**src/ltu_pkg.sv**
```systemverilog
// package of the external line trigger unit: register map, field sizes, bus answers
// assumes a 32-bit AXI4-Lite register bus with byte addresses
`default_nettype none

package ltu_pkg;

  // ==========================================================
  // sizes
  localparam int LTU_LINES = 19;
  localparam int LTU_DATA_W = 32;
  localparam int LTU_ADDR_W = 8;
  localparam int LTU_STRB_W = LTU_DATA_W / 8;

  // ==========================================================
  // register byte offsets
  localparam logic [LTU_ADDR_W-1:0] LTU_OFF_IRQ_EN = 8'h00;
  localparam logic [LTU_ADDR_W-1:0] LTU_OFF_EVT_EN = 8'h04;
  localparam logic [LTU_ADDR_W-1:0] LTU_OFF_RISE_EN = 8'h08;
  localparam logic [LTU_ADDR_W-1:0] LTU_OFF_FALL_EN = 8'h0C;
  localparam logic [LTU_ADDR_W-1:0] LTU_OFF_SOFT_TRIG = 8'h10;
  localparam logic [LTU_ADDR_W-1:0] LTU_OFF_PENDING = 8'h14;
  localparam logic [LTU_ADDR_W-1:0] LTU_OFF_LEVEL = 8'h18;

  // ==========================================================
  // reset values and bus answers
  localparam logic [LTU_DATA_W-1:0] LTU_CTRL_RST = 32'h0000_0000;
  localparam logic [LTU_STRB_W-1:0] LTU_FULL_STRB = 4'hF;
  localparam logic [1:0] LTU_RESP_OKAY = 2'h0;
  localparam logic [1:0] LTU_RESP_SLVERR = 2'h2;

endpackage

`default_nettype wire

```
**src/ltu_line_if.sv**
```systemverilog
// per-line signals passed between the unit's control, edge and trigger modules
// assumes all parties run on the same clock
`timescale 1ns/100ps
`default_nettype none

interface ltu_line_if #(
  parameter int NL = ltu_pkg::LTU_LINES
);
  logic [NL-1:0] rise;
  logic [NL-1:0] fall;
  logic [NL-1:0] level;
  logic [NL-1:0] irq_en;
  logic [NL-1:0] evt_en;
  logic [NL-1:0] rise_en;
  logic [NL-1:0] fall_en;
  logic [NL-1:0] soft_pulse;
  logic [NL-1:0] pend_clr;
  logic [NL-1:0] pend;
  logic [NL-1:0] evt;
  logic [NL-1:0] irq;

  modport edge_src (output rise, fall, level);
  modport trig (input rise, fall, irq_en, evt_en, rise_en, fall_en, soft_pulse, pend_clr,
                output pend, evt, irq);
  modport ctl (input level, pend, evt, irq,
               output irq_en, evt_en, rise_en, fall_en, soft_pulse, pend_clr);
endinterface

`default_nettype wire

```
**src/ltu_edge_det.sv**
```systemverilog
// line synchroniser and edge detector: three flops per line, then rise and fall pulses
// assumes line inputs are asynchronous to clk
`timescale 1ns/100ps
`default_nettype none

module ltu_edge_det #(
  parameter int NL = ltu_pkg::LTU_LINES
) (
  input wire logic clk,
  input wire logic sys_rst,
  input wire logic [NL-1:0] line_in,
  ltu_line_if.edge_src lif
);
  import ltu_pkg::*;

  typedef struct packed {
    logic [NL-1:0] s1;
    logic [NL-1:0] s2;
    logic [NL-1:0] s3;
    logic [NL-1:0] lvl;
    logic [NL-1:0] rise;
    logic [NL-1:0] fall;
  } ltu_edge_st_t;

  ltu_edge_st_t st_ff;
  ltu_edge_st_t nxt_st;
  logic [NL-1:0] agree;

  // ==========================================================
  // next state: s1 feeds only s2; a change counts once s2 and s3 agree
  always_comb begin
    nxt_st = st_ff;
    agree = ~(st_ff.s2 ^ st_ff.s3);
    nxt_st.s1 = line_in;
    nxt_st.s2 = st_ff.s1;
    nxt_st.s3 = st_ff.s2;
    nxt_st.lvl = (agree & st_ff.s3) | (~agree & st_ff.lvl); // RULE_17
    nxt_st.rise = agree & st_ff.s3 & ~st_ff.lvl; // RULE_17
    nxt_st.fall = agree & ~st_ff.s3 & st_ff.lvl; // RULE_17
  end

  // state register
  always_ff @(posedge clk or posedge sys_rst) begin
    if (sys_rst) begin
      st_ff <= '0;
    end else begin
      st_ff <= nxt_st;
    end
  end

  assign lif.rise = st_ff.rise;
  assign lif.fall = st_ff.fall;
  assign lif.level = st_ff.lvl;

endmodule

`default_nettype wire

```
**src/ltu_trig.sv**
```systemverilog
// trigger combiner: pending flags, event pulses and interrupt requests per line
// assumes one-cycle edge, soft-trigger and clear pulses from the same clock
`timescale 1ns/100ps
`default_nettype none

module ltu_trig #(
  parameter int NL = ltu_pkg::LTU_LINES
) (
  input wire logic clk,
  input wire logic sys_rst,
  ltu_line_if.trig lif
);
  import ltu_pkg::*;

  typedef struct packed {
    logic [NL-1:0] pend;
    logic [NL-1:0] evt;
    logic [NL-1:0] irq;
  } ltu_trig_st_t;

  ltu_trig_st_t st_ff;
  ltu_trig_st_t nxt_st;
  logic [NL-1:0] hit;

  // ==========================================================
  // a hit comes from an enabled edge or a fresh soft trigger
  always_comb begin
    nxt_st = st_ff;
    hit = (lif.rise & lif.rise_en) | (lif.fall & lif.fall_en) | lif.soft_pulse; // RULE_02 RULE_03 RULE_15
    // set beats clear so an edge in the clear cycle is kept
    nxt_st.pend = (st_ff.pend & ~lif.pend_clr) | (hit & lif.irq_en); // RULE_07 RULE_13
    nxt_st.evt = hit & lif.evt_en; // RULE_01 RULE_17
    nxt_st.irq = nxt_st.pend & lif.irq_en; // RULE_12 RULE_16
  end

  // state register; pending starts clear although software may not count on it
  always_ff @(posedge clk or posedge sys_rst) begin
    if (sys_rst) begin
      st_ff <= '0;
    end else begin
      st_ff <= nxt_st;
    end
  end

  assign lif.pend = st_ff.pend;
  assign lif.evt = st_ff.evt;
  assign lif.irq = st_ff.irq;

endmodule

`default_nettype wire

```
**src/ltu_top.sv**
```systemverilog
// external line trigger unit: AXI4-Lite register slave, line edge detection,
// pending flags, event pulses and per-line interrupt requests
// assumes lines are asynchronous pins and the bus master is AXI4-Lite compliant
//
// The implementer's own choice: the AXI4-Lite interface to the registers.
`timescale 1ns/100ps
`default_nettype none

// Functional notes
// RULE_01: each line 0..18 has an event enable; 0 blocks its events.
// RULE_02: rising edges trigger only while the line's rising enable is set.
// RULE_03: falling edges trigger only while the line's falling enable is set.
// RULE_04: writing 1 to a soft trigger bit raises a request without an edge.
// RULE_05: writing 0 to a soft trigger bit withdraws the software request.
// RULE_06: each line keeps a pending bit, 1 once triggered.
// RULE_07: writing 1 clears a pending bit; writing 0 leaves it.
// RULE_08: software uses only full word accesses on these registers.
// RULE_09: software writes reserved bits 31..19 as zero.
// RULE_10: enable and soft trigger registers read zero after reset.
// RULE_11: software clears pending before enabling lines; reset value unspecified.
// RULE_12: each line has an interrupt enable gating its interrupt request.
// RULE_13: an interrupt trigger sets pending; an event-only trigger does not.
// RULE_14: a soft trigger raises the enabled request at once, no edge needed.
// RULE_15: rising and falling enables together respond to both transitions.
// RULE_16: interrupt request is pending AND interrupt enable, held until cleared.
// RULE_17: lines are synchronised first; each event is a one-cycle pulse.
module ltu_top #(
  parameter int NL = ltu_pkg::LTU_LINES
) (
  input wire logic clk,
  input wire logic sys_rst,
  input wire logic [NL-1:0] line_in,
  output logic [NL-1:0] line_irq,
  output logic [NL-1:0] line_event,
  input wire logic s_axi_awvalid,
  output logic s_axi_awready,
  input wire logic [ltu_pkg::LTU_ADDR_W-1:0] s_axi_awaddr,
  input wire logic [2:0] s_axi_awprot,
  input wire logic s_axi_wvalid,
  output logic s_axi_wready,
  input wire logic [ltu_pkg::LTU_DATA_W-1:0] s_axi_wdata,
  input wire logic [ltu_pkg::LTU_STRB_W-1:0] s_axi_wstrb,
  output logic s_axi_bvalid,
  input wire logic s_axi_bready,
  output logic [1:0] s_axi_bresp,
  input wire logic s_axi_arvalid,
  output logic s_axi_arready,
  input wire logic [ltu_pkg::LTU_ADDR_W-1:0] s_axi_araddr,
  input wire logic [2:0] s_axi_arprot,
  output logic s_axi_rvalid,
  input wire logic s_axi_rready,
  output logic [ltu_pkg::LTU_DATA_W-1:0] s_axi_rdata,
  output logic [1:0] s_axi_rresp
);
  import ltu_pkg::*;

  // ==========================================================
  // state of the register slave and control registers
  typedef struct packed {
    logic [NL-1:0] irq_en;
    logic [NL-1:0] evt_en;
    logic [NL-1:0] rise_en;
    logic [NL-1:0] fall_en;
    logic [NL-1:0] soft_trig;
    logic [NL-1:0] soft_pulse;
    logic [NL-1:0] pend_clr;
    logic aw_held;
    logic [LTU_ADDR_W-1:0] awaddr;
    logic w_held;
    logic [LTU_DATA_W-1:0] wdata;
    logic [LTU_STRB_W-1:0] wstrb;
    logic awready;
    logic wready;
    logic bvalid;
    logic [1:0] bresp;
    logic arready;
    logic rvalid;
    logic [LTU_DATA_W-1:0] rdata;
    logic [1:0] rresp;
  } ltu_top_st_t;

  ltu_top_st_t st_ff;
  ltu_top_st_t nxt_st;
  logic [NL-1:0] wd;
  logic wr_go;
  logic wr_full;
  logic rd_hit;
  logic [NL-1:0] rd_field;

  ltu_line_if #(.NL(NL)) lif ();

  // ==========================================================
  // submodules: synchroniser/edge detector and trigger combiner
  ltu_edge_det #(
    .NL(NL)
  ) u_edge (
    .clk(clk),
    .sys_rst(sys_rst),
    .line_in(line_in),
    .lif(lif.edge_src)
  );

  ltu_trig #(
    .NL(NL)
  ) u_trig (
    .clk(clk),
    .sys_rst(sys_rst),
    .lif(lif.trig)
  );

  // ==========================================================
  // control values handed to the trigger logic
  assign lif.irq_en = st_ff.irq_en;
  assign lif.evt_en = st_ff.evt_en;
  assign lif.rise_en = st_ff.rise_en;
  assign lif.fall_en = st_ff.fall_en;
  assign lif.soft_pulse = st_ff.soft_pulse;
  assign lif.pend_clr = st_ff.pend_clr;

  // ==========================================================
  // write channel: address and data may arrive in either order;
  // each is parked until its partner shows up, then one write is done
  always_comb begin
    nxt_st = st_ff;
    // one-cycle strobes drop by default
    nxt_st.soft_pulse = '0;
    nxt_st.pend_clr = '0;
    // bits above the line count are dropped, they are reserved
    wd = st_ff.wdata[NL-1:0];
    wr_go = st_ff.aw_held && st_ff.w_held && !st_ff.bvalid;
    // partial writes are refused: these registers are word-only
    wr_full = (st_ff.wstrb == LTU_FULL_STRB);
    rd_hit = 1'b1;
    rd_field = '0;

    // take the write address
    if (s_axi_awvalid && st_ff.awready) begin
      nxt_st.aw_held = 1'b1;
      nxt_st.awaddr = s_axi_awaddr;
    end
    // take the write data
    if (s_axi_wvalid && st_ff.wready) begin
      nxt_st.w_held = 1'b1;
      nxt_st.wdata = s_axi_wdata;
      nxt_st.wstrb = s_axi_wstrb;
    end
    // response accepted by the master
    if (s_axi_bvalid && s_axi_bready) begin
      nxt_st.bvalid = 1'b0;
    end

    // perform the write once both halves are parked
    if (wr_go) begin
      nxt_st.aw_held = 1'b0;
      nxt_st.w_held = 1'b0;
      nxt_st.bvalid = 1'b1;
      nxt_st.bresp = LTU_RESP_OKAY;
      if (!wr_full) begin
        nxt_st.bresp = LTU_RESP_SLVERR;
      end else begin
        case (st_ff.awaddr)
          LTU_OFF_IRQ_EN: begin
            nxt_st.irq_en = wd; // RULE_12
          end
          LTU_OFF_EVT_EN: begin
            nxt_st.evt_en = wd; // RULE_01
          end
          LTU_OFF_RISE_EN: begin
            nxt_st.rise_en = wd; // RULE_02
          end
          LTU_OFF_FALL_EN: begin
            nxt_st.fall_en = wd; // RULE_03
          end
          LTU_OFF_SOFT_TRIG: begin
            // only a 0->1 change fires, so rewriting 1 does not retrigger
            nxt_st.soft_trig = wd; // RULE_05
            nxt_st.soft_pulse = wd & ~st_ff.soft_trig; // RULE_04 RULE_14
          end
          LTU_OFF_PENDING: begin
            nxt_st.pend_clr = wd; // RULE_07
          end
          LTU_OFF_LEVEL: begin
            // read-only line levels, writes ignored
            nxt_st.bresp = LTU_RESP_OKAY;
          end
          default: begin
            nxt_st.bresp = LTU_RESP_SLVERR;
          end
        endcase
      end
    end

    // one write outstanding; ready again after the response is taken
    nxt_st.awready = !nxt_st.aw_held && !nxt_st.bvalid;
    nxt_st.wready = !nxt_st.w_held && !nxt_st.bvalid;

    // ==========================================================
    // read channel: data are captured at the address handshake
    if (s_axi_rvalid && s_axi_rready) begin
      nxt_st.rvalid = 1'b0;
    end
    if (s_axi_arvalid && st_ff.arready) begin
      case (s_axi_araddr)
        LTU_OFF_IRQ_EN: begin
          rd_field = st_ff.irq_en;
        end
        LTU_OFF_EVT_EN: begin
          rd_field = st_ff.evt_en;
        end
        LTU_OFF_RISE_EN: begin
          rd_field = st_ff.rise_en;
        end
        LTU_OFF_FALL_EN: begin
          rd_field = st_ff.fall_en;
        end
        LTU_OFF_SOFT_TRIG: begin
          rd_field = st_ff.soft_trig;
        end
        LTU_OFF_PENDING: begin
          rd_field = lif.pend; // RULE_06
        end
        LTU_OFF_LEVEL: begin
          rd_field = lif.level;
        end
        default: begin
          rd_hit = 1'b0;
        end
      endcase
      nxt_st.rvalid = 1'b1;
      // reserved upper bits read as zero
      nxt_st.rdata = LTU_DATA_W'(rd_field);
      nxt_st.rresp = rd_hit ? LTU_RESP_OKAY : LTU_RESP_SLVERR;
    end
    // one read outstanding at a time
    nxt_st.arready = !nxt_st.rvalid;
  end

  // ==========================================================
  // state register: every control bit starts cleared, lines disabled
  always_ff @(posedge clk or posedge sys_rst) begin
    if (sys_rst) begin
      st_ff <= '0; // RULE_10
      st_ff.rdata <= LTU_CTRL_RST;
    end else begin
      st_ff <= nxt_st;
    end
  end

  // ==========================================================
  // outputs, all from flops here or in the trigger module
  assign line_irq = lif.irq; // RULE_16
  assign line_event = lif.evt; // RULE_17
  assign s_axi_awready = st_ff.awready;
  assign s_axi_wready = st_ff.wready;
  assign s_axi_bvalid = st_ff.bvalid;
  assign s_axi_bresp = st_ff.bresp;
  assign s_axi_arready = st_ff.arready;
  assign s_axi_rvalid = st_ff.rvalid;
  assign s_axi_rdata = st_ff.rdata;
  assign s_axi_rresp = st_ff.rresp;

endmodule

`default_nettype wire

```
**config.mk**
```make
export PLATFORM = sky130hd
export DESIGN_NAME = ltu_top
export DESIGN_NICKNAME = d
export VERILOG_FILES = /design/src/ltu_pkg.sv /design/src/ltu_line_if.sv /design/src/ltu_edge_det.sv /design/src/ltu_trig.sv /design/src/ltu_top.sv
export SDC_FILE = /design/constraint.sdc
export NUM_CORES = 1
export LEC_CHECK = 0
export ABC_AREA = 1
export BUFFER_PORTS_ARGS = -buffer_cell sky130_fd_sc_hd__buf_2
export CAP_MARGIN = 20
export CORE_UTILIZATION = 55
export CTS_BUF_LIST = sky130_fd_sc_hd__clkbuf_8
export DETAILED_ROUTE_END_ITERATION = 8
export MAX_ROUTING_LAYER = met4
export PLACE_DENSITY = 0.76
export SETUP_SLACK_MARGIN = 0.15
export SKIP_CTS_REPAIR_TIMING = 1
export SLEW_MARGIN = 10
export SYNTH_ARGS = -nofsm -noshare
export SYNTH_HDL_FRONTEND = slang
export SYNTH_SLANG_ARGS = --single-unit
```
**constraint.sdc**
```tcl
create_clock -name clk -period 19.7 [get_ports clk]
set_input_delay 5.91 -clock clk [delete_from_list [all_inputs] [get_ports clk]]
set_output_delay 5.91 -clock clk [all_outputs]
set_load 0.005 [all_outputs]
```
==> impl_metrics.ini, run 1 <==
[drt]
post_drt_via_cell_ratio = 5.14
drt_iter0_markers = 798
dr.pass1.iters = 5
drc = 0
dr_total_vias = 10500
wl_per_cell_um = 15.4
drt-total-wl_mm = 31.5
drtAntennaViolNets = 0

[power_and_ir_drop]
power.density_nw_per_um2 = 101
leakage_nw = 8.97
irDropWorstVdd_mv = 0.0650

[clock_tree]
ctsRootBufferMaster = clkbuf_8
cts.sinks = 363
clk_pin_slew_ns = 0.06
cts_made_buffers = 58
cts_tree = yes
h-tree-depth = 2
clk_path_buf_depth = 3
clkLatencyLatePin_ns = 0.59

[timing]
fin_crit_sh = 0.388
setup_tns_ns = 0
clock_skew_ns = 0.0184
fmax_mhz = 131
worst_slew_pin_slew_ns = 1.15
grt_setup_unrepaired = false
min_period_ns = 7.63
slew_headroom = 0.236
slew_viol_final = 0
final-setup-viol-count = 0
hold_viol_final = 0

[floorplan]
fp.dieW_um = 165
ios = 163
dieArea_um2 = 27200
core_area_um2 = 26100
rows = 59
die_h_um = 165
start_util = 0.561

[global_routing]
grt_use_met3 = 0.0632
grt_use_met1 = 0.338
busiest_layer = met2
antenna_found_initial = 2
grt_pass1_vias = 10200
track_usage = 0.249
global_route.usage.met2 = 0.368
grt_pass1_wl_mm = 50.8
grt_start_max_net_pins = 197
overflow = 0

[setup_path]
crit_type = input port to asynchronous set/reset pin
endpoint_kind = asynchronous set/reset pin
r2r_start = s_axi_bvalid$_DFF_PP0_
cp.arrival_ns = 8.24
worstPathMaxFanout = 196
r2r_cells = 8
rrSetupSlack_ns = 17.17
start_kind = input port
cp_data_required_time_ns = 20.30
r2r_end = lif.soft_pulse[1]$_DFF_PP0_

[layout]
nets = 1787
finish.utilization = 0.641
syn_to_final_growth_pct = 14.2
fillCellCount = 2103
drive_gt1_frac = 0.147

[logic_synthesis]
synth.distinct_cells = 27
ys_seq_area_frac = 0.621
netlist_instances = 1540
avgSynthCellArea_um2 = 9.50
synth_edf_count = 0
synth_seq_cells = 363
ys_async_sr_fraction = 1.00
synth_top_area_cell = dfrtp_1
ys.flop_type = dfrtp_1
synth_top_area_share = 0.621
yosys_warnings = 0
synth_area_leaders = dfrtp_1 62%, nand2_1 8.9%, o21ai_0 6.1%
syn_area_um2 = 14600

[placement]
globalplace.congestion = 0.837
dp_hpwl_mm = 18.8
port_buffers = 128

[min_path]
worst_hold_path.endpoint = u_edge.nxt_st[59]$_DFF_PP0_
hold-path-cell-count = 0
hp-class = flip-flop to flip-flop
hold_path.startpoint = u_edge.nxt_st[78]$_DFF_PP0_

[run_status]
status = finished, final reports clean

[job]
cap_violations = 0
==> cells in the mapped netlist (3+ instances only) <==
| cell type | number |
|---|---|
| ha_1 | 38 |
| nand2_1 | 346 |
| inv_1 | 196 |
| clkbuf_2 | 3 |
| dfrtp_1 | 363 |
| nor3_1 | 19 |
| buf_4 | 41 |
| a21oi_1 | 21 |
| o21ai_0 | 179 |
| clkbuf_1 | 18 |
| buf_2 | 26 |
| o21ai_1 | 4 |
| nor2_1 | 127 |
| buf_6 | 3 |
| nor2_2 | 4 |
| nand3_1 | 120 |
| a22o_1 | 19 |
==> flip-flops by register name (all words and copies together), names as in the netlist, 19 cells and up, named ones only <==
name             flops
st_ff               52
lif.fall_en         19
lif.irq_en          19
lif.rise_en         19
u_edge.lif.fall     19
lif.evt_en          19
u_edge.lif.rise     19
u_edge.st_ff        19
u_trig.lif.evt      19
u_trig.lif.pend     19
u_trig.lif.irq      19
s_axi_rdata         19
lif.pend_clr        19
u_edge.nxt_st       38
lif.soft_pulse      19
==> per-layer routing <==
metal  wire length (um)  up-vias
li1                   -     5065
met1              14000     5043
met2              14200      360
met3               2600       56
met4                739        0
met5                  0        -
==> report_power, final <==
group          internal (mW)  switching [mW]
sequential             0.801          0.0325
clock                  0.413           0.288
combinational         0.0394           0.108
==> kinds of logic after synthesis <==
logic type      Yosys count  share of synthesized area
other cells               1                   0.000256
compound gates          225                     0.0824
simple gates            623                      0.175
buf+inv                 290                     0.0890
flops                   363                      0.621
fa+ha+maj                38                     0.0325
==> layout make-up <==
type	count	area, um2	area share
multi-input combinational	901	4320	0.259
clock inverter	26	221	0.0133
timing repair buffer	143	798	0.0478
clock buffer	80	1100	0.0659
antenna	2	5.00	0.000300
tap	335	419	0.0251
sequential	363	9080	0.544
inverter	198	751	0.0450
==> stage by stage <==
step | hold WS (ns) | cell area, um2 | std cells | total power, mW | setup slack [ns]
detailed placement | 0.336 | 15400 | 1939 | 0.994 | 11.31
global route | 0.354 | 16700 | 2048 | 1.76 | 11.66
finish | 0.344 | 16700 | 2048 | 1.68 | 12.07
floorplan | 0.331 | 14700 | 1554 | 0.944 | 3.71
CTS | 0.346 | 16700 | 2045 | 1.70 | 11.93
global placement | 0.332 | 15300 | 1938 | 0.986 | 11.35
==> critical path, stage by stage <==
cell,delay (ns)
buf_2,0.13
inv_8,0.46
buf_12,0.72
buf_4,0.81
==> cell usage in the layout (no fill, tap or decap) <==
master,instances
nand3_2,2
conb_1,15
a22o_1,19
o2111ai_1,1
diode_2,2
clkinvlp_4,1
buf_2,128
o21ai_0,179
nor2_4,4
nand2_2,2
buf_12,2
dfrtp_1,363
inv_1,207
nor2_1,124
clkbuf_8,80
ha_1,38
nand3_1,120
buf_16,1
o21ai_1,4
inv_8,1
nor3_1,19
clkinv_4,1
inv_2,2
nor3_4,1
buf_4,12
a311oi_1,1
nand2_1,346
a21oi_1,21
or2_1,1
clkinv_2,8
nor2_2,3
bufinv_16,4
nand4_1,1
==> worst max path at each step <==
stage	end	startpoint
floorplan	asynchronous set/reset pin	sys_rst
global placement	u_edge.nxt_st[72]$_DFF_PP0_	sys_rst
detailed placement	u_edge.nxt_st[72]$_DFF_PP0_	sys_rst
CTS	lif.soft_pulse[11]$_DFF_PP0_	sys_rst
global route	s_axi_rdata[12]$_DFFE_PP0P_	sys_rst
finish	u_trig.lif.evt[15]$_DFF_PP0_	sys_rst
No activity file was read; power rests on OpenSTA's default activity.
==> inputs of run 2 (changes only) <==
--- a/config.mk
+++ b/config.mk
@@ -5,14 +5,14 @@
 export SDC_FILE = /design/constraint.sdc
 export NUM_CORES = 1
 export LEC_CHECK = 0
-export ABC_AREA = 1
+export ABC_AREA = 0
 export BUFFER_PORTS_ARGS = -buffer_cell sky130_fd_sc_hd__buf_2
 export CAP_MARGIN = 20
 export CORE_UTILIZATION = 55
 export CTS_BUF_LIST = sky130_fd_sc_hd__clkbuf_8
 export DETAILED_ROUTE_END_ITERATION = 8
 export MAX_ROUTING_LAYER = met4
-export PLACE_DENSITY = 0.76
+export PLACE_DENSITY = 0.79
 export SETUP_SLACK_MARGIN = 0.15
 export SKIP_CTS_REPAIR_TIMING = 1
 export SLEW_MARGIN = 10
==> constraint.sdc (replaced) <==
create_clock -name clk -period 6.3 [get_ports clk]
set_input_delay 1.89 -clock clk [delete_from_list [all_inputs] [get_ports clk]]
set_output_delay 1.89 -clock clk [all_outputs]
set_load 0.005 [all_outputs]
==> run 2 against run 1 <==
Net effect: final cell count decreased by 22%; largest cell class unchanged; hold slack got worse by 0.019 ns; cell area is 0.88% lower; largest power group unchanged; clock skew increased by 0.011 ns; highest routed layer unchanged.
==> impl_metrics.ini, run 2 <==
[timing]
hold_ws_ns = 0.326
slew_viol_final = 0
grt_setup_unrepaired = false
worst_slew_pin_slew_ns = 1.13
final-setup-viol-count = 0
slew_headroom = 0.240
fin_crit_sh = 0.527
clock_skew_ns = 0.0298
fmax_mhz = 301
setup_ws_ns = 2.98
min_period_ns = 3.32
hold_viol_final = 0

[logic_synthesis]
netlist_instances = 1082
synth.distinct_cells = 48
synthTopCellsByCount = 363 x dfrtp_1, 132 x mux2_2, 85 x and2_1
ys_async_sr_fraction = 1.00
ys.flop_type = dfrtp_1
synth_most_common_cell = dfrtp_1
synth_top_area_share = 0.629
yosys_warnings = 0
synth_edf_count = 0
syn_area_um2 = 14400
synth_area_leaders = dfrtp_1 63%, mux2_2 10%, and2_1 3.7%
avgSynthCellArea_um2 = 13.4
synth_seq_cells = 363
ys_seq_area_frac = 0.629
synth_top_area_cell = dfrtp_1

[layout]
largest_reg_flops = 52
fillCellCount = 1866
final_cell_mix = 363 x dfrtp_1, 132 x mux2_2, 128 x buf_2, 85 x and2_1
final_common_cell = dfrtp_1
instances_no_fill = 1600
multi_input_area_um2 = 4780
syn_to_final_growth_pct = 14.6
regMostFlops = st_ff
drive_gt1_frac = 0.304
regArea_um2 = 9080
nets = 1349

[setup_path]
endpoint_kind = flip-flop
crit_path_top_delay_cell = nor2b_2
start_kind = input port
cpPeakStageDelay_ns = 1.00
cp_data_required_time_ns = 6.79
cp_cell_sequence = buf_2 -> nor2b_2 -> a22o_1 -> nand2_1 -> a31oi_1
worstPathMaxFanout = 18
cp.arrival_ns = 3.81
crit_type = input port to flip-flop

[clock_tree]
ctsRootBufferMaster = clkbuf_8
clk_pin_slew_ns = 0.06
clkLatencyLatePin_ns = 0.59
cts_made_buffers = 57
clk_path_buf_depth = 3
h-tree-depth = 2
cts_tree = yes
cts.sinks = 363

[floorplan]
dieArea_um2 = 26900
fp.dieW_um = 164
core_area_um2 = 25500
ios = 163
die_h_um = 164
rows = 58
start_util = 0.567

[placement]
globalplace.congestion = 0.794
dp.cells = 1498
port_buffers = 128
preCtsSetupSlack_ns = 2.41
dp_hpwl_mm = 17.8

[drt]
drt_iter0_markers = 758
wl_per_cell_um = 18.7
post_drt_via_cell_ratio = 5.53
dr_total_vias = 8852
drt-total-wl_mm = 29.9
dr.pass1.iters = 5
drc = 0
drtAntennaViolNets = 0

[global_routing]
grt_pass1_wl_mm = 47.4
antenna_found_initial = 1
grt_pass1_vias = 8924
track_usage = 0.240
grt_start_max_net_pins = 151
overflow = 0

[power_and_ir_drop]
irDropWorstVdd_mv = 0.238
p_total_mw = 5.15
leakage_nw = 8.25
power.density_nw_per_um2 = 311

[min_path]
hp-class = flip-flop to flip-flop

[run_status]
status = finished, final reports clean

[job]
cap_violations = 0
-- run 2: cell types whose count changed after synthesis, moves of 17 or more --
cell and delta:
nand2_1 -292, o21ai_0 -137, inv_1 -134, mux2_2 +132
nor2_1 -112, nand3_1 -108, and2_1 +85, a22oi_1 +27
nor2b_1 +22, nor3b_1 +20, a221o_1 +19, a31oi_1 +19
nor3_1 -17
-- run 2: worst paths after layout --
| kind | from | endpoint | slack (ns) | cells past startpoint |
|---|---|---|---|---|
| max | s_axi_araddr[4] | s_axi_rdata[6]$_DFFE_PP0P_ | 2.98 | 5 |
| min in group asynchronous | sys_rst | st_ff[85]$_DFFE_PP0P_ | 1.47 | 2 |
| min | u_edge.nxt_st[86]$_DFF_PP0_ | u_edge.nxt_st[67]$_DFF_PP0_ | 0.33 | 0 |
| max in group asynchronous | sys_rst | lif.irq_en[0]$_DFFE_PP0P_ | 3.60 | 3 |
| max reg2reg | s_axi_bvalid$_DFF_PP0_ | st_ff[143]$_DFFE_PP0P_ | 4.07 | 4 |
| min reg2reg | u_edge.nxt_st[86]$_DFF_PP0_ | u_edge.nxt_st[67]$_DFF_PP0_ | 0.33 | 0 |
-- run 2: logic make-up (layout without fill, tap and decap cells) --
group                      Yosys count  in the layout  share of synthesized area
AOI/OAI and AO/OA                  175            175                     0.0859
DFF                                363            363                      0.629
muxes                              137            137                      0.108
buffers and inverters              137            310                     0.0482
adders and majority gates           38             38                     0.0329
and+or+nand+nor                    231            231                     0.0962
other                                1             16                   0.000260
-- run 2: stage by stage --
stage	TNS, ns	cell area, um2	utilization
CTS	0	16600	0.650
detailed placement	0	15300	0.602
floorplan	-166.34	14500	-
global placement	0	15300	0.601
global route	0	16600	0.650
finish	0	16600	0.650
-- run 2: cell type report --
type,count,area share
Antenna cell,1,0.000151
Clock buffer,76,0.0632
Clock inverter,25,0.00975
Inverter,62,0.0143
Multi-Input combinational cell,596,0.289
Sequential cell,363,0.549
Tap cell,330,0.0249
Timing Repair Buffer,147,0.0500
-- run 2: power breakdown --
part / internal [mW] / total [mW] / switching [mW]
sequential: 2.51 / 2.73 / 0.223
combinational: 0.202 / 0.391 / 0.189
clock: 1.15 / 2.03 / 0.878
-- run 2: per-layer routing --
layer / global-route usage / vias to the layer above / share of wire / wire [um]
met5: - / - / 0 / 0
met4: 0.0724 / 0 / 0.018 / 528
met3: 0.0591 / 48 / 0.084 / 2520
met2: 0.362 / 336 / 0.47 / 14100
met1: 0.323 / 4457 / 0.43 / 12800
li1: - / 4011 / - / -
-- run 2: worst max-delay path, delay by kind of cell --
kind / cells / cell delay, ns
compound gates: 2 / 0.45
buf+inv: 1 / 0.40
simple gates: 2 / 1.05
==> inputs of run 3 (changes only) <==
--- a/config.mk
+++ b/config.mk
@@ -5,14 +5,14 @@
 export SDC_FILE = /design/constraint.sdc
 export NUM_CORES = 1
 export LEC_CHECK = 0
-export ABC_AREA = 0
+export ABC_AREA = 1
 export BUFFER_PORTS_ARGS = -buffer_cell sky130_fd_sc_hd__buf_2
 export CAP_MARGIN = 20
 export CORE_UTILIZATION = 55
 export CTS_BUF_LIST = sky130_fd_sc_hd__clkbuf_8
 export DETAILED_ROUTE_END_ITERATION = 8
 export MAX_ROUTING_LAYER = met4
-export PLACE_DENSITY = 0.79
+export PLACE_DENSITY = 0.76
 export SETUP_SLACK_MARGIN = 0.15
 export SKIP_CTS_REPAIR_TIMING = 1
 export SLEW_MARGIN = 10
==> constraint.sdc (replaced) <==
create_clock -name clk -period 3.1 [get_ports clk]
set_input_delay 0.93 -clock clk [delete_from_list [all_inputs] [get_ports clk]]
set_output_delay 0.93 -clock clk [all_outputs]
set_load 0.005 [all_outputs]
==> run 3 against run 2 <==
Net effect: sequential share of layout area decreased by 0.18 points; largest cell class unchanged; setup slack got worse by 2.1 ns; non-clock buffer count increased by 3.
==> impl_metrics.ini, run 3 (synthesis gave the netlist of run 1 again) <==
[run_status]
status = finished, final reports clean

[global_routing]
grt_start_max_net_pins = 128
global_route.usage.met2 = 0.392
track_usage = 0.251
antenna_found_initial = 1
grt_use_met3 = 0.0589
grt_pass1_wl_mm = 51.2
overflow = 0
grt_pass1_vias = 10200
busiest_layer = met2
grt_use_met1 = 0.326

[timing]
slew_viol_final = 0
min_period_ns = 2.19
fmax_mhz = 457
hold_viol_final = 0
grt_setup_unrepaired = false
clock_skew_ns = 0.0241
worst_slew_pin_slew_ns = 1.08
final-setup-viol-count = 0
fin_crit_sh = 0.705
slew_headroom = 0.279
hold_ws_ns = 0.301

[clock_tree]
cts.sinks = 363
clkLatencyLatePin_ns = 0.60
cts_made_buffers = 57
h-tree-depth = 2
clk_pin_slew_ns = 0.06
cts_tree = yes
ctsRootBufferMaster = clkbuf_8
clk_path_buf_depth = 3

[setup_path]
rrSetupSlack_ns = 0.91
endpoint_kind = flip-flop
worstPathMaxFanout = 37
crit_type = flip-flop to flip-flop
cp.arrival_ns = 2.66
start_kind = flip-flop
r2r_cells = 8
r2r_start = s_axi_bvalid$_DFF_PP0_
r2r_end = st_ff[126]$_DFFE_PP0P_
cp_data_required_time_ns = 3.57

[placement]
globalplace.congestion = 0.821
dp_hpwl_mm = 19.6
port_buffers = 128

[drt]
drt-total-wl_mm = 31.9
dr_total_vias = 10500
dr.pass1.iters = 6
wl_per_cell_um = 15.6
drt_iter0_markers = 875
drtAntennaViolNets = 0
post_drt_via_cell_ratio = 5.15
drc = 0

[layout]
final_common_cell = dfrtp_1
multi_input_area_um2 = 4320
syn_to_final_growth_pct = 13.5
final_cell_mix = 363 x dfrtp_1, 346 x nand2_1, 210 x inv_1, 179 x o21ai_0, 128 x buf_2
regArea_um2 = 9080
finish.utilization = 0.637
nets = 1793
largest_reg_flops = 52
fillCellCount = 2110
drive_gt1_frac = 0.145
regMostFlops = st_ff

[job]
cap_violations = 0

[floorplan]
fp.dieW_um = 165
dieArea_um2 = 27200
ios = 163
start_util = 0.561
die_h_um = 165
rows = 59
core_area_um2 = 26100

[power_and_ir_drop]
p_total_mw = 10.3
switching_share = 0.262
power.density_nw_per_um2 = 618
leakage_nw = 8.93
p_seq_frac = 0.516
p_int_mw = 7.58
irDropWorstVdd_mv = 0.449
pwr-share-clk = 0.390
switchingPower_mw = 2.69
combinationalPowerShare = 0.094

[min_path]
hp-class = input port to asynchronous set/reset pin
[run 3: changes by cell type in the layout (fill, tap and decap cells not counted), moves of 20 or more]
| cell | change |
|---|---|
| a22oi_1 | -27 |
| nand2_1 | +292 |
| nor2_1 | +109 |
| and2_1 | -85 |
| inv_1 | +134 |
| nor2b_1 | -20 |
| nor3b_1 | -20 |
| mux2_2 | -132 |
| o21ai_0 | +137 |
| nand3_1 | +108 |
[run 3: critical path, stage by stage (launching register included)]
cell	delay, ns
dfrtp_1	0.38
inv_1	0.09
nand3_2	0.09
inv_1	0.10
nand2_2	0.40
nor3_4	0.29
buf_4	0.43
nand2_1	0.15
o21ai_0	0.14
[run 3: worst max path at each step]
stage | start | end | slack, ns | cells past startpoint
finish | s_axi_bvalid$_DFF_PP0_ | st_ff[126]$_DFFE_PP0P_ | 0.91 | 8
global route | s_axi_bvalid$_DFF_PP0_ | st_ff[126]$_DFFE_PP0P_ | 0.79 | 8
CTS | s_axi_bvalid$_DFF_PP0_ | st_ff[126]$_DFFE_PP0P_ | 0.93 | 8
detailed placement | s_axi_araddr[1] | s_axi_rdata[5]$_DFFE_PP0P_ | 0.55 | 10
global placement | s_axi_araddr[0] | s_axi_rdata[14]$_DFFE_PP0P_ | 0.62 | 11
floorplan | sys_rst | asynchronous set/reset pin | -2.70 | 1
[run 3: area by class of cell]
class | instances | share of cell area
clock buffers | 75 | 0.0622
inverters | 198 | 0.0450
well taps | 335 | 0.0252
repair buffers | 150 | 0.0530
clock inverters | 22 | 0.00731
multi-input cells | 901 | 0.260
diodes | 1 | 0.000151
flip-flops and latches | 363 | 0.547
[run 3: layer usage]
| metal | vias to the layer above | wire length [um] |
|---|---|---|
| li1 | 5058 | - |
| met1 | 5066 | 13900 |
| met2 | 358 | 15100 |
| met3 | 52 | 2390 |
| met4 | 0 | 589 |
| met5 | - | 0 |
[run 3: metrics by stage]
stage,TNS (ns),instance area [um2],instances,worst slack (ns)
2_1_floorplan,-979.46,14700,1554,-2.70
3_3_place_gp,0,15500,1947,0.615
3_5_place_dp,0,15500,1947,0.554
4_1_cts,0,16600,2044,0.931
5_1_grt,0,16600,2045,0.793
6_report,0,16600,2045,0.914
[run 3: power groups by stage]
| stage | clock, mW | sequential (mW) | combinational, mW |
|---|---|---|---|
| 4_1_cts | 4.08 | 5.30 | 0.972 |
| 6_report | 4.01 | 5.30 | 0.961 |
| 5_1_grt | 4.28 | 5.34 | 1.12 |
| 3_3_place_gp | 0 | 5.36 | 0.931 |
| 3_5_place_dp | 0 | 5.38 | 0.961 |
| 2_1_floorplan | 0 | 5.34 | 0.665 |
